### src/rtl/diag_pkg.sv
// Package with register map, reset values and timing constants of the deterioration diagnosis block.
`default_nettype none
package diag_pkg;

  // Bus geometry.
  localparam int ADDR_W = 8;
  localparam int DATA_W = 32;

  // Byte offsets of the registers, one aligned word each.
  localparam logic [7:0] OFF_DYN_UP = 8'h00;
  localparam logic [7:0] OFF_DYN_LO = 8'h04;
  localparam logic [7:0] OFF_VISC_UP = 8'h08;
  localparam logic [7:0] OFF_VISC_LO = 8'h0C;
  localparam logic [7:0] OFF_SPEED_SET = 8'h10;
  localparam logic [7:0] OFF_AVG_TIME = 8'h14;
  localparam logic [7:0] OFF_TQ_UP = 8'h18;
  localparam logic [7:0] OFF_TQ_LO = 8'h1C;
  localparam logic [7:0] OFF_CONFIG = 8'h20;
  localparam logic [7:0] OFF_MATCH_W = 8'h24;
  localparam logic [7:0] OFF_STATUS = 8'h28;
  localparam logic [7:0] OFF_MASK = 8'h2C;
  localparam logic [7:0] OFF_STATE = 8'h30;

  // Number of plain 16-bit parameter registers at offsets 0x00 to 0x1C.
  localparam int NUM_PARAM = 8;

  // Reset values of the parameter, configuration, match width and mask registers.
  localparam logic [15:0] PARAM_RESET = 16'h0000;
  localparam logic [15:0] CONFIG_RESET = 16'h0000;
  localparam logic [15:0] MATCH_W_RESET = 16'h0000;
  localparam logic [3:0] MASK_RESET = 4'h0;

  // Field positions.
  localparam int CFG_DIAG_EN_BIT = 1;
  localparam int ST_DYN_BIT = 0;
  localparam int ST_VISC_BIT = 1;
  localparam int ST_TQ_BIT = 2;
  localparam int ST_WIN_BIT = 3;
  localparam int NUM_EVENTS = 4;

  // Timing: one averaging sample each millisecond.
  localparam int CLK_PERIOD_NS = 10;
  localparam int SAMPLE_PERIOD_NS = 1000000;
  localparam int CYCLES_PER_MS = SAMPLE_PERIOD_NS / CLK_PERIOD_NS;

  // Serial divider length in steps, one per dividend bit.
  localparam int DIV_STEPS = 32;

endpackage : diag_pkg
`default_nettype wire

### src/rtl/torque_averager.sv
// Torque command averager: sums one sample per millisecond tick and divides by the sample count.
`default_nettype none
module torque_averager
  import diag_pkg::*;
(
  input wire logic clk,
  input wire logic rst,
  input wire logic run,
  input wire logic tick_ms,
  input wire logic [15:0] time_ms,
  input wire logic signed [15:0] sample,
  output logic signed [15:0] avg,
  output logic avg_valid
);

  typedef enum logic {AV_ACC, AV_DIV} av_state_t;

  av_state_t state_reg, state_next; // Accumulating or dividing.
  logic signed [31:0] sum_reg, sum_next; // Running sum of samples.
  logic [15:0] cnt_reg, cnt_next; // Samples in the current window.
  logic [31:0] rem_reg, rem_next; // Divider remainder.
  logic [31:0] quo_reg, quo_next; // Divider dividend that turns into the quotient.
  logic [4:0] step_reg, step_next; // Divider step counter.
  logic neg_reg, neg_next; // Sign of the sum being divided.
  logic signed [15:0] avg_reg, avg_next; // Last finished average.
  logic valid_reg, valid_next; // One-cycle pulse with a new average.
  logic [15:0] target; // Window length, a zero time means a single sample.
  logic [31:0] trial; // Shifted remainder of this divider step.

  assign target = (time_ms == 16'h0000) ? 16'h0001 : time_ms;
  assign trial = {rem_reg[30:0], quo_reg[31]};
  assign avg = avg_reg;
  assign avg_valid = valid_reg;

  // Next-state logic: accumulate, then a restoring division; a dropped run flushes the window.
  always_comb
  begin
    state_next = state_reg;
    sum_next = sum_reg;
    cnt_next = cnt_reg;
    rem_next = rem_reg;
    quo_next = quo_reg;
    step_next = step_reg;
    neg_next = neg_reg;
    avg_next = avg_reg;
    valid_next = 1'b0;
    if (!run)
    begin
      // Leaving the window discards partial sums so the next window starts clean.
      state_next = AV_ACC;
      sum_next = 32'sh00000000;
      cnt_next = 16'h0000;
    end
    else if (state_reg == AV_ACC)
    begin
      if (tick_ms)
      begin
        sum_next = sum_reg + 32'(sample);
        cnt_next = cnt_reg + 16'h0001;
        if (cnt_reg + 16'h0001 >= target)
        begin
          state_next = AV_DIV;
          neg_next = sum_next[31];
          quo_next = sum_next[31] ? 32'(-sum_next) : 32'(sum_next);
          rem_next = 32'h00000000;
          step_next = 5'h00;
        end
      end
    end
    else
    begin
      // One quotient bit per cycle; the window restarts once the quotient is out.
      quo_next = {quo_reg[30:0], 1'b0};
      rem_next = trial;
      if (trial >= {16'h0000, cnt_reg})
      begin
        rem_next = trial - {16'h0000, cnt_reg};
        quo_next = {quo_reg[30:0], 1'b1};
      end
      step_next = step_reg + 5'h01;
      if (step_reg == 5'(DIV_STEPS - 1))
      begin
        avg_next = neg_reg ? -$signed(quo_next[15:0]) : $signed(quo_next[15:0]);
        valid_next = 1'b1;
        state_next = AV_ACC;
        sum_next = 32'sh00000000;
        cnt_next = 16'h0000;
      end
    end
  end

  // Register stage of the averager.
  always_ff @(posedge clk or posedge rst)
  begin
    if (rst)
    begin
      state_reg <= AV_ACC;
      sum_reg <= 32'sh00000000;
      cnt_reg <= 16'h0000;
      rem_reg <= 32'h00000000;
      quo_reg <= 32'h00000000;
      step_reg <= 5'h00;
      neg_reg <= 1'b0;
      avg_reg <= 16'sh0000;
      valid_reg <= 1'b0;
    end
    else
    begin
      state_reg <= state_next;
      sum_reg <= sum_next;
      cnt_reg <= cnt_next;
      rem_reg <= rem_next;
      quo_reg <= quo_next;
      step_reg <= step_next;
      neg_reg <= neg_next;
      avg_reg <= avg_next;
      valid_reg <= valid_next;
    end
  end

endmodule : torque_averager
`default_nettype wire

### src/rtl/load_deterioration_diagnosis.sv
// Deterioration diagnosis judgment block with a classic Wishbone register slave.
//
// Our own choices: the placing of the registers and the Wishbone slave port.
`default_nettype none
module load_deterioration_diagnosis
  import diag_pkg::*;
#(
  parameter int MS_CYCLES = CYCLES_PER_MS
)
(
  input wire logic CLK,
  input wire logic RST,
  input wire logic WB_CYC_I,
  input wire logic WB_STB_I,
  input wire logic WB_WE_I,
  input wire logic [ADDR_W-1:0] WB_ADR_I,
  input wire logic [3:0] WB_SEL_I,
  input wire logic [DATA_W-1:0] WB_DAT_I,
  output logic [DATA_W-1:0] WB_DAT_O,
  output logic WB_ACK_O,
  input wire logic POWER_UP_LOAD,
  input wire logic ESTIMATE_CONVERGED,
  input wire logic signed [15:0] DYN_FRICTION_EST,
  input wire logic [15:0] VISC_FRICTION_EST,
  input wire logic signed [15:0] MOTOR_SPEED,
  input wire logic signed [15:0] TORQUE_CMD,
  output logic DIAG_VELOCITY_WINDOW_OUT,
  output logic DIAG_WARNING,
  output logic IRQ
);

  import diag_pkg::*;

  // Width of the millisecond prescaler.
  localparam int MS_W = $clog2(MS_CYCLES + 1);

  // Parameter index names for the limit and setpoint array.
  localparam int P_DYN_UP = 0;
  localparam int P_DYN_LO = 1;
  localparam int P_VISC_UP = 2;
  localparam int P_VISC_LO = 3;
  localparam int P_SPEED = 4;
  localparam int P_TIME = 5;
  localparam int P_TQ_UP = 6;
  localparam int P_TQ_LO = 7;

  // Merges a write into a 16-bit register honouring the two low byte lanes.
  function automatic logic [15:0] lane_merge(input logic [15:0] old, input logic [31:0] dat, input logic [3:0] sel);
    lane_merge = old;
    if (sel[0])
    begin
      lane_merge[7:0] = dat[7:0];
    end
    if (sel[1])
    begin
      lane_merge[15:8] = dat[15:8];
    end
  endfunction : lane_merge

  // Out-of-band test of a signed value against an upper and a lower limit.
  function automatic logic out_of_band(input logic signed [15:0] val, input logic signed [15:0] up,
                                       input logic signed [15:0] lo);
    out_of_band = (val > up) || (val < lo);
  endfunction : out_of_band

  logic [15:0] param_reg [NUM_PARAM]; // Limits, setpoint and averaging time.
  logic [15:0] param_next [NUM_PARAM];
  logic [15:0] cfg_pend_reg, cfg_pend_next; // Configuration as last written by software.
  logic [15:0] cfg_act_reg, cfg_act_next; // Configuration in force since power-up.
  logic [15:0] match_w_reg, match_w_next; // Velocity match width in r/min.
  logic [NUM_EVENTS-1:0] status_reg, status_next; // Sticky event bits.
  logic [NUM_EVENTS-1:0] mask_reg, mask_next; // Interrupt enables per event.
  logic ack_reg, ack_next; // Bus acknowledge, one cycle.
  logic [DATA_W-1:0] dat_reg, dat_next; // Registered read data.
  logic [MS_W-1:0] ms_cnt_reg, ms_cnt_next; // Millisecond prescaler.
  logic win_reg, win_next; // Velocity window output.
  logic dyn_bad_reg, dyn_bad_next; // Dynamic friction outside its band.
  logic visc_bad_reg, visc_bad_next; // Viscous friction outside its band.
  logic tq_bad_reg, tq_bad_next; // Torque average outside its band.
  logic signed [15:0] tq_avg; // Latest torque average.
  logic tq_avg_valid; // Pulse with a new torque average.
  logic tick_ms; // One-cycle millisecond strobe.
  logic diag_en; // Diagnosis warning enable in force.
  logic bus_req; // A new bus cycle is waiting for its ack.
  logic wr_req; // That cycle is a write.
  logic rd_status; // That cycle reads the status register.
  logic signed [17:0] speed_diff; // Speed minus setpoint, wide enough not to wrap.
  logic [17:0] speed_abs; // Magnitude of that difference.
  logic [NUM_EVENTS-1:0] ev_set; // Rising events this cycle.

  assign diag_en = cfg_act_reg[CFG_DIAG_EN_BIT];
  assign bus_req = WB_CYC_I && WB_STB_I && !ack_reg;
  assign wr_req = bus_req && WB_WE_I;
  assign rd_status = bus_req && !WB_WE_I && (WB_ADR_I == OFF_STATUS);
  assign tick_ms = (ms_cnt_reg == MS_W'(MS_CYCLES - 1));
  assign WB_ACK_O = ack_reg;
  assign WB_DAT_O = dat_reg;
  assign DIAG_VELOCITY_WINDOW_OUT = win_reg;
  assign DIAG_WARNING = dyn_bad_reg || visc_bad_reg || tq_bad_reg;
  assign IRQ = |(status_reg & mask_reg);

  // Parameter registers: a write on byte lane 0 or 1 updates the addressed one immediately.
  generate
    for (genvar i = 0; i < NUM_PARAM; i++)
    begin : g_param
      always_comb
      begin
        param_next[i] = param_reg[i];
        if (wr_req && (WB_ADR_I == ADDR_W'(4 * i)))
        begin
          param_next[i] = lane_merge(param_reg[i], WB_DAT_I, WB_SEL_I);
        end
      end

      // The limits reset to zero, which makes any nonzero estimate a violation until set.
      always_ff @(posedge CLK or posedge RST)
      begin
        if (RST)
        begin
          param_reg[i] <= PARAM_RESET;
        end
        else
        begin
          param_reg[i] <= param_next[i];
        end
      end
    end
  endgenerate

  // Control registers, bus answer and the read mux.
  always_comb
  begin
    cfg_pend_next = cfg_pend_reg;
    cfg_act_next = cfg_act_reg;
    match_w_next = match_w_reg;
    mask_next = mask_reg;
    ack_next = bus_req;
    dat_next = dat_reg;
    if (wr_req)
    begin
      if (WB_ADR_I == OFF_CONFIG)
      begin
        // Configuration is held pending; it only acts after the next power-up.
        cfg_pend_next = lane_merge(cfg_pend_reg, WB_DAT_I, WB_SEL_I);
      end
      else if (WB_ADR_I == OFF_MATCH_W)
      begin
        match_w_next = lane_merge(match_w_reg, WB_DAT_I, WB_SEL_I);
      end
      else if (WB_ADR_I == OFF_MASK)
      begin
        if (WB_SEL_I[0])
        begin
          mask_next = WB_DAT_I[NUM_EVENTS-1:0];
        end
      end
    end
    if (POWER_UP_LOAD)
    begin
      cfg_act_next = cfg_pend_reg;
    end
    if (bus_req && !WB_WE_I)
    begin
      // Read mux; below 0x20 the low address bits are ignored, other unmapped addresses read as zero and are still acknowledged.
      if (WB_ADR_I < ADDR_W'(4 * NUM_PARAM))
      begin
        dat_next = {16'h0000, param_reg[WB_ADR_I[4:2]]};
      end
      else if (WB_ADR_I == OFF_CONFIG)
      begin
        dat_next = {cfg_act_reg, cfg_pend_reg};
      end
      else if (WB_ADR_I == OFF_MATCH_W)
      begin
        dat_next = {16'h0000, match_w_reg};
      end
      else if (WB_ADR_I == OFF_STATUS)
      begin
        dat_next = {28'h0000000, status_reg};
      end
      else if (WB_ADR_I == OFF_MASK)
      begin
        dat_next = {28'h0000000, mask_reg};
      end
      else if (WB_ADR_I == OFF_STATE)
      begin
        dat_next = {tq_avg, 10'h000, ESTIMATE_CONVERGED, diag_en, tq_bad_reg, visc_bad_reg, dyn_bad_reg, win_reg};
      end
      else
      begin
        dat_next = 32'h00000000;
      end
    end
  end

  // Control register stage.
  always_ff @(posedge CLK or posedge RST)
  begin
    if (RST)
    begin
      cfg_pend_reg <= CONFIG_RESET;
      cfg_act_reg <= CONFIG_RESET;
      match_w_reg <= MATCH_W_RESET;
      mask_reg <= MASK_RESET;
      ack_reg <= 1'b0;
      dat_reg <= 32'h00000000;
    end
    else
    begin
      cfg_pend_reg <= cfg_pend_next;
      cfg_act_reg <= cfg_act_next;
      match_w_reg <= match_w_next;
      mask_reg <= mask_next;
      ack_reg <= ack_next;
      dat_reg <= dat_next;
    end
  end

  // Judgment logic: velocity window, friction bands and the torque band.
  always_comb
  begin
    speed_diff = 18'(MOTOR_SPEED) - 18'($signed(param_reg[P_SPEED]));
    speed_abs = speed_diff[17] ? 18'(-speed_diff) : 18'(speed_diff);
    win_next = diag_en && (speed_abs <= {2'b00, match_w_reg});
    dyn_bad_next = 1'b0;
    visc_bad_next = 1'b0;
    if (diag_en && ESTIMATE_CONVERGED)
    begin
      dyn_bad_next = out_of_band(DYN_FRICTION_EST, param_reg[P_DYN_UP], param_reg[P_DYN_LO]);
      visc_bad_next = (VISC_FRICTION_EST > param_reg[P_VISC_UP]) || (VISC_FRICTION_EST < param_reg[P_VISC_LO]);
    end
    tq_bad_next = tq_bad_reg;
    if (!(diag_en && win_reg))
    begin
      // The torque verdict belongs to the window it was taken in.
      tq_bad_next = 1'b0;
    end
    else if (tq_avg_valid)
    begin
      tq_bad_next = out_of_band(tq_avg, param_reg[P_TQ_UP], param_reg[P_TQ_LO]);
    end
    ms_cnt_next = tick_ms ? '0 : ms_cnt_reg + MS_W'(1);
  end

  // Judgment register stage.
  always_ff @(posedge CLK or posedge RST)
  begin
    if (RST)
    begin
      win_reg <= 1'b0;
      dyn_bad_reg <= 1'b0;
      visc_bad_reg <= 1'b0;
      tq_bad_reg <= 1'b0;
      ms_cnt_reg <= '0;
    end
    else
    begin
      win_reg <= win_next;
      dyn_bad_reg <= dyn_bad_next;
      visc_bad_reg <= visc_bad_next;
      tq_bad_reg <= tq_bad_next;
      ms_cnt_reg <= ms_cnt_next;
    end
  end

  // Torque averaging runs only while diagnosis is on and the window output is on.
  torque_averager u_avg (
    .clk(CLK),
    .rst(RST),
    .run(diag_en && win_reg),
    .tick_ms(tick_ms),
    .time_ms(param_reg[P_TIME]),
    .sample(TORQUE_CMD),
    .avg(tq_avg),
    .avg_valid(tq_avg_valid)
  );

  // Sticky status: rising edges of each condition; a set in the clearing cycle survives.
  always_comb
  begin
    ev_set = '0;
    ev_set[ST_DYN_BIT] = dyn_bad_next && !dyn_bad_reg;
    ev_set[ST_VISC_BIT] = visc_bad_next && !visc_bad_reg;
    ev_set[ST_TQ_BIT] = tq_bad_next && !tq_bad_reg;
    ev_set[ST_WIN_BIT] = win_next && !win_reg;
    status_next = (rd_status ? '0 : status_reg) | ev_set;
  end

  // Status register stage.
  always_ff @(posedge CLK or posedge RST)
  begin
    if (RST)
    begin
      status_reg <= '0;
    end
    else
    begin
      status_reg <= status_next;
    end
  end

endmodule : load_deterioration_diagnosis
`default_nettype wire

### config.mk
export PLATFORM = sky130hd
export DESIGN_NAME = load_deterioration_diagnosis
export DESIGN_NICKNAME = d
export VERILOG_FILES = /design/src/rtl/diag_pkg.sv /design/src/rtl/torque_averager.sv /design/src/rtl/load_deterioration_diagnosis.sv
export SDC_FILE = /design/constraint.sdc
export NUM_CORES = 1
export LEC_CHECK = 0
export BUFFER_PORTS_ARGS = -buffer_cell sky130_fd_sc_hd__buf_4
export CORE_ASPECT_RATIO = 1.25
export CORE_MARGIN = 1.5
export CORE_UTILIZATION = 50
export DETAILED_ROUTE_END_ITERATION = 8
export PLACE_DENSITY_LB_ADDON = 0.25
export SLEW_MARGIN = 25
export SYNTH_ARGS = -nofsm -noshare
export SYNTH_HDL_FRONTEND = slang
export SYNTH_SLANG_ARGS = --single-unit
export TNS_END_PERCENT = 100
### constraint.sdc
create_clock -name CLK -period 12.2 [get_ports CLK]
set_input_delay 1.22 -clock CLK [delete_from_list [all_inputs] [get_ports CLK]]
set_output_delay 1.22 -clock CLK [all_outputs]
set_load 0.05 [all_outputs]
# After elaboration in Yosys (flattened, before gate mapping)
# Index checks and enable logic that the tools add are counted.
# totals
output_inout_bits,36
regBits,373
inputBits,115
# op_classes
bitwise_logic,6
reduce_logical,61
order_cmp,11
eq_ne,16
n_mux,48
n_addsub,9
# ops
op,n
$mux 32,16
$mux 16,8
$mux 31,4
$bmux 16 s3,1
$gt 16x16->1,3
$lt 16x16->1,3
$eq 8x6->1 const B,5
$reduce_and 2->1,17
$add 32x16->32,1
$eq 8x5->1 const B,4
$ge 32x16->1,1
$neg 32->32,1
$sub 31x16->31,1
$logic_and 1x1->1,20
$le 18x16->1,1
$mux 18,1
$neg 17->18,1
$add 17x1->17 const B,1
$eq 17x17->1 const B,1
$mux 17,1
$sub 16x16->17,1
$add 16x1->16 const B,1
$eq 8x4->1 const B,2
$ge 16x16->1,1
23 further kinds,55

# Depth between registers and ports, before layout
# depth
depth_word,7
depth_mapped,25

# Hierarchy
# From an unflattened synthesis, not the netlist that was laid out.
# hier_totals
hier_cells,2587
hier_area_um2,24448.4
# modules_own_cells
mod,area_per_inst_um2,instances,seq_area_each_um2,cells_each
load_deterioration_diagnosis,14316.2,1,5955.7,1402
torque_averager,10132.2,1,3378.2,1185

# Worst setup path before layout
# OpenSTA, ideal clock, no wires.
# synth_timing
kind,input port to flip-flop
from,input port MOTOR_SPEED[0]
to,register status_reg[3]
slack_ns,6.977
t_arrival_ns,5.157
stages,25
n_path_buf,1
cell_sequence,inv_1 ha_1 fa_1 nor2b_1 o21a_1 o21ai_0 a21oi_1 o211ai_1 a21oi_1 o21ai_0 a21oi_1 clkbuf_1 nor2_1 a21oi_1 ha_1 nor2b_1 o21a_1 o21a_1 o21a_1 o21ai_0 nand2b_1 a21oi_1 o2111ai_1 a41oi_1 a22o_1
# synth_between
elab_chain_len,7
# synth_lines
item,line,source
start: declaration,load_deterioration_diagnosis.sv:25,"input wire logic signed [15:0] MOTOR_SPEED,"
$sub 16x16->17 *,load_deterioration_diagnosis.sv:222,speed_diff = 18'(MOTOR_SPEED) - 18'($signed(param_reg[P_SPEED]));
$neg 17->18,load_deterioration_diagnosis.sv:223,speed_abs = speed_diff[17] ? 18'(-speed_diff) : 18'(speed_diff);
$mux 18 *,load_deterioration_diagnosis.sv:223,
$le 18x16->1 *,load_deterioration_diagnosis.sv:224,"win_next = diag_en && (speed_abs <= {2'b00, match_w_reg});"
$logic_and 1x1->1 *,load_deterioration_diagnosis.sv:224,
via win_next,load_deterioration_diagnosis.sv:76,"logic win_reg, win_next;"
$logic_and 1x1->1 *,load_deterioration_diagnosis.sv:285,ev_set[ST_WIN_BIT] = win_next && !win_reg;
$or 4x4->4 *,load_deterioration_diagnosis.sv:286,status_next = (rd_status ? '0 : status_reg) | ev_set;
via status_next[3],load_deterioration_diagnosis.sv:71,"logic [NUM_EVENTS-1:0] status_reg, status_next;"
end signal: assignment,load_deterioration_diagnosis.sv:298,status_reg <= status_next;
end: declaration,load_deterioration_diagnosis.sv:71,
# Mark *: on every way through the listed nets, which the timed path passes. The rest lies on a longest branch.
# A chain may end at the register's enable or synchronous reset.

# Worst setup path after layout
# Ends and elaborated chain as after synthesis.

==> flow_summary.ini <==
[status]
outcome = completed

[sta]
final.min_clock_period_ps = 5510
fmax_ghz = 0.182
slew-limit-headroom_pct = 30.9
min_period_over_period_pct = 45.1
holdWs_ps = 477
tightest_slew_ps = 1040
finalSetupViolCount = 0
finalHoldViolCount = 0
grt_setup_unrepaired = false
finalClockSkew_ps = 18.8
slew_viol_final = 0
fin_tns_setup_ps = 0

[setup_path]
crit_required_ps = 12690
end_kind = flip-flop
crit_fanout = 12
cp_slowest_stage_delay_ps = 430
crit_top_cell = a21oi_1
arrival_ps = 5990
startpoint_type = input pin
crit_path_top_delay_cell = fa_1
crit_type = input pin to flip-flop

[routing]
drt_wl_total_mm = 67.6
drc = 0
ant_nets = 0
vias = 19400
initialDrtViolationCount = 1327
drt_first_pass_iters = 5
avgRoutedWirePerCell_um = 20.7
routed_via_density = 5.97

[clock_tree]
cts_buffer_depth = 3
postCtsSetupBuffers = 0
clock_latency_ps = 560
cts_tree = yes
clock-root-buffer = clkbuf_16
postCtsHoldBufs = 0
ctsResizeCount = 0
numCtsBuffers = 42
cts.clk_slew.worst_paths_ps = 60
numClockSinks = 373
htreeDepth = 2

[power_and_ir_drop]
pwr-share-seq_pct = 43.0
p_sw_mw = 0.803
total_power_mw = 2.99
leakage_nw = 12.5
intPower_mw = 2.18
p_sw_share_pct = 26.9
power_frac_comb_pct = 12.9
power.density_nw_per_um2 = 110
vdd_drop_max_mv = 0.0675
pwr-share-clk_pct = 44.1

[global_routing]
grt_overflow = 0
antenna_found_initial = 0
grt_max_degree = 93
grt_pass1_vias = 19800
track_usage_pct = 27.6
grt_pass1_wl_mm = 108

[final_layout]
syn2layout_area_growth_pct = 12.5
finalNonFillerCells = 3257
register_area_um2 = 9330
largest_reg_flops = 128
fin_nets = 2896
stdcell_area_um2 = 27300
diodes = 0
num-fill-cells = 4248
drive_gt1_share_pct = 18.3
multiInputGateArea_um2 = 13800

[placement]
gp_congestion = 0.952
io_buffers = 132
dpl_cell_area_um2 = 25800
hpwl_mm = 51.1
dp_cells = 3183

[yosys]
synth_fp_nets = 2804
ys_ff_latch = 373
yosysWarnings = 0
synth-main-ff-cell = dfrtp_1
ys_async_sr_fraction_pct = 100
synthesis.area_um2 = 24200
seq_area_frac_synth_pct = 38.5
yosysUniqueCellTypes = 82
syn_avg_cell_area_um2 = 9.73
synthCells = 2491
synth_edf_count = 0

[run]
maxCapViolCount = 0

[floorplanning]
die_h_um = 249
rows = 90
start_util_pct = 50.4
die_w_um = 200
die-area_um2 = 49800
ios = 151
core_um2 = 48100

[worst_hold_path]
hold_path.class = flip-flop to flip-flop
[final timing paths]
path                                                      end  slack, ps                          start  depth (start not counted)
worst max-delay path                  status_reg[3]$_DFF_PP0_       6690                 MOTOR_SPEED[0]                         26
worst min-delay path            u_avg.quo_reg[21]$_DFFE_PP0P_        480  u_avg.quo_reg[21]$_DFFE_PP0P_                          2
worst max register to register        status_reg[3]$_DFF_PP0_       7010      param_reg[48]$_DFFE_PP0P_                         24
worst min register to register  u_avg.quo_reg[21]$_DFFE_PP0P_        480  u_avg.quo_reg[21]$_DFFE_PP0P_                          2
max in group asynchronous            WB_DAT_O[12]$_DFFE_PP0P_       9240                            RST                          4
min in group asynchronous           param_reg[67]$_DFFE_PP0P_        770                            RST                          2
[final cells by class]
| type | count | share of cell area, % |
|---|---|---|
| Timing Repair Buffer | 150 | 4.15 |
| Tap cell | 644 | 2.96 |
| Multi-Input combinational cell | 1830 | 50.8 |
| Clock inverter | 16 | 0.670 |
| Inverter | 186 | 2.59 |
| Clock buffer | 58 | 4.60 |
| Sequential cell | 373 | 34.2 |
[cell usage in the layout (no fill, tap or decap), types with 13 or more instances in the layout]
cell and count:
a211oi_1 16, a21o_1 51, a21oi_1 148, a222oi_1 13, a22o_1 24, a22oi_1 29
a31oi_1 16, and2_1 15, and3_1 41, buf_4 149, clkbuf_16 45, dfrtp_1 373
ha_1 195, inv_1 185, mux2_2 191, mux2i_1 15, mux4_2 32, nand2_1 209
nand2b_1 14, nand3_1 67, nand4_1 36, nor2_1 143, nor2b_1 26, nor3_1 33
o211ai_1 19, o21a_1 17, o21ai_0 159, o31ai_1 20, or3_1 20, xnor2_1 76
xor2_1 63
[cell usage after synthesis, types with 6 or more instances]
master / count / area share, %
a21o_1: 51 / 1.6
clkbuf_1: 75 / 1.2
nand2_1: 209 / 3.2
or2_2: 8 / 0.21
nand3_1: 67 / 1.4
o21a_1: 17 / 0.53
and2_1: 16 / 0.41
o21ai_1: 7 / 0.14
a211o_1: 8 / 0.29
dfrtp_1: 373 / 39
or3_1: 21 / 0.54
a31oi_1: 16 / 0.41
buf_1: 20 / 0.31
a22oi_1: 29 / 0.90
a22o_1: 24 / 0.87
nor4_1: 12 / 0.31
mux2_2: 191 / 8.9
mux4_2: 32 / 3.0
xnor2_1: 76 / 2.7
o22ai_1: 11 / 0.28
nand2b_1: 14 / 0.36
nor3_1: 35 / 0.72
a211oi_1: 17 / 0.53
nor2_1: 143 / 2.2
nor2b_1: 26 / 0.67
a222oi_1: 13 / 0.54
a21oi_1: 148 / 3.1
o211ai_1: 19 / 0.59
buf_2: 6 / 0.12
nand4_1: 36 / 0.93
and3_1: 41 / 1.1
o31ai_1: 20 / 0.62
inv_1: 186 / 2.9
o21ai_0: 159 / 3.3
ha_1: 195 / 10
xor2_1: 63 / 2.3
mux2i_1: 15 / 0.62
[through the flow]
stage / util [%] / worst slack (ps)
after detailed placement: 53.7 / 6220
after global placement: 53.7 / 6320
after floorplan: - / 621
final: 56.7 / 6690
after CTS: 56.7 / 6780
after global routing: 56.7 / 6380
[critical path: cells and delay by family]
kind                       cells  cell delay (ps)
and+or+nand+nor                4              410
AOI/OAI and AO/OA             16             3120
buffers and inverters          3              340
adders and majority gates      3              900
[power groups by stage]
stage | clock network [mW] | logic, mW | registers, mW
floorplan | 0 | 0.185 | 1.37
global placement | 0 | 0.374 | 1.30
detailed placement | 0 | 0.382 | 1.31
CTS | 1.34 | 0.384 | 1.28
global route | 1.38 | 0.421 | 1.29
finish | 1.32 | 0.384 | 1.28
[logic make-up (layout without fill, tap and decap cells)]
| group | after synthesis | in the layout | share of synthesized area (%) |
|---|---|---|---|
| flip-flops | 373 | 373 | 38.5 |
| AND/OR/NAND/NOR | 658 | 658 | 13.1 |
| XOR/XNOR | 140 | 140 | 5.09 |
| buffers and inverters | 288 | 410 | 4.52 |
| AO/OA/AOI/OAI | 596 | 596 | 15.9 |
| multiplexers | 238 | 238 | 12.5 |
| adder cells (fa/ha/maj) | 198 | 198 | 10.3 |
[metal layers]
| metal | GRT usage, % | share of wire (%) | vias to the layer above |
|---|---|---|---|
| met5 | 0 | 0 | - |
| met4 | 14.0 | 5.6 | 0 |
| met3 | 2.86 | 4.4 | 144 |
| li1 | - | - | 9178 |
| met1 | 33.8 | 41 | 9627 |
| met2 | 47.9 | 49 | 496 |
(Power assumes the default switching activity.)
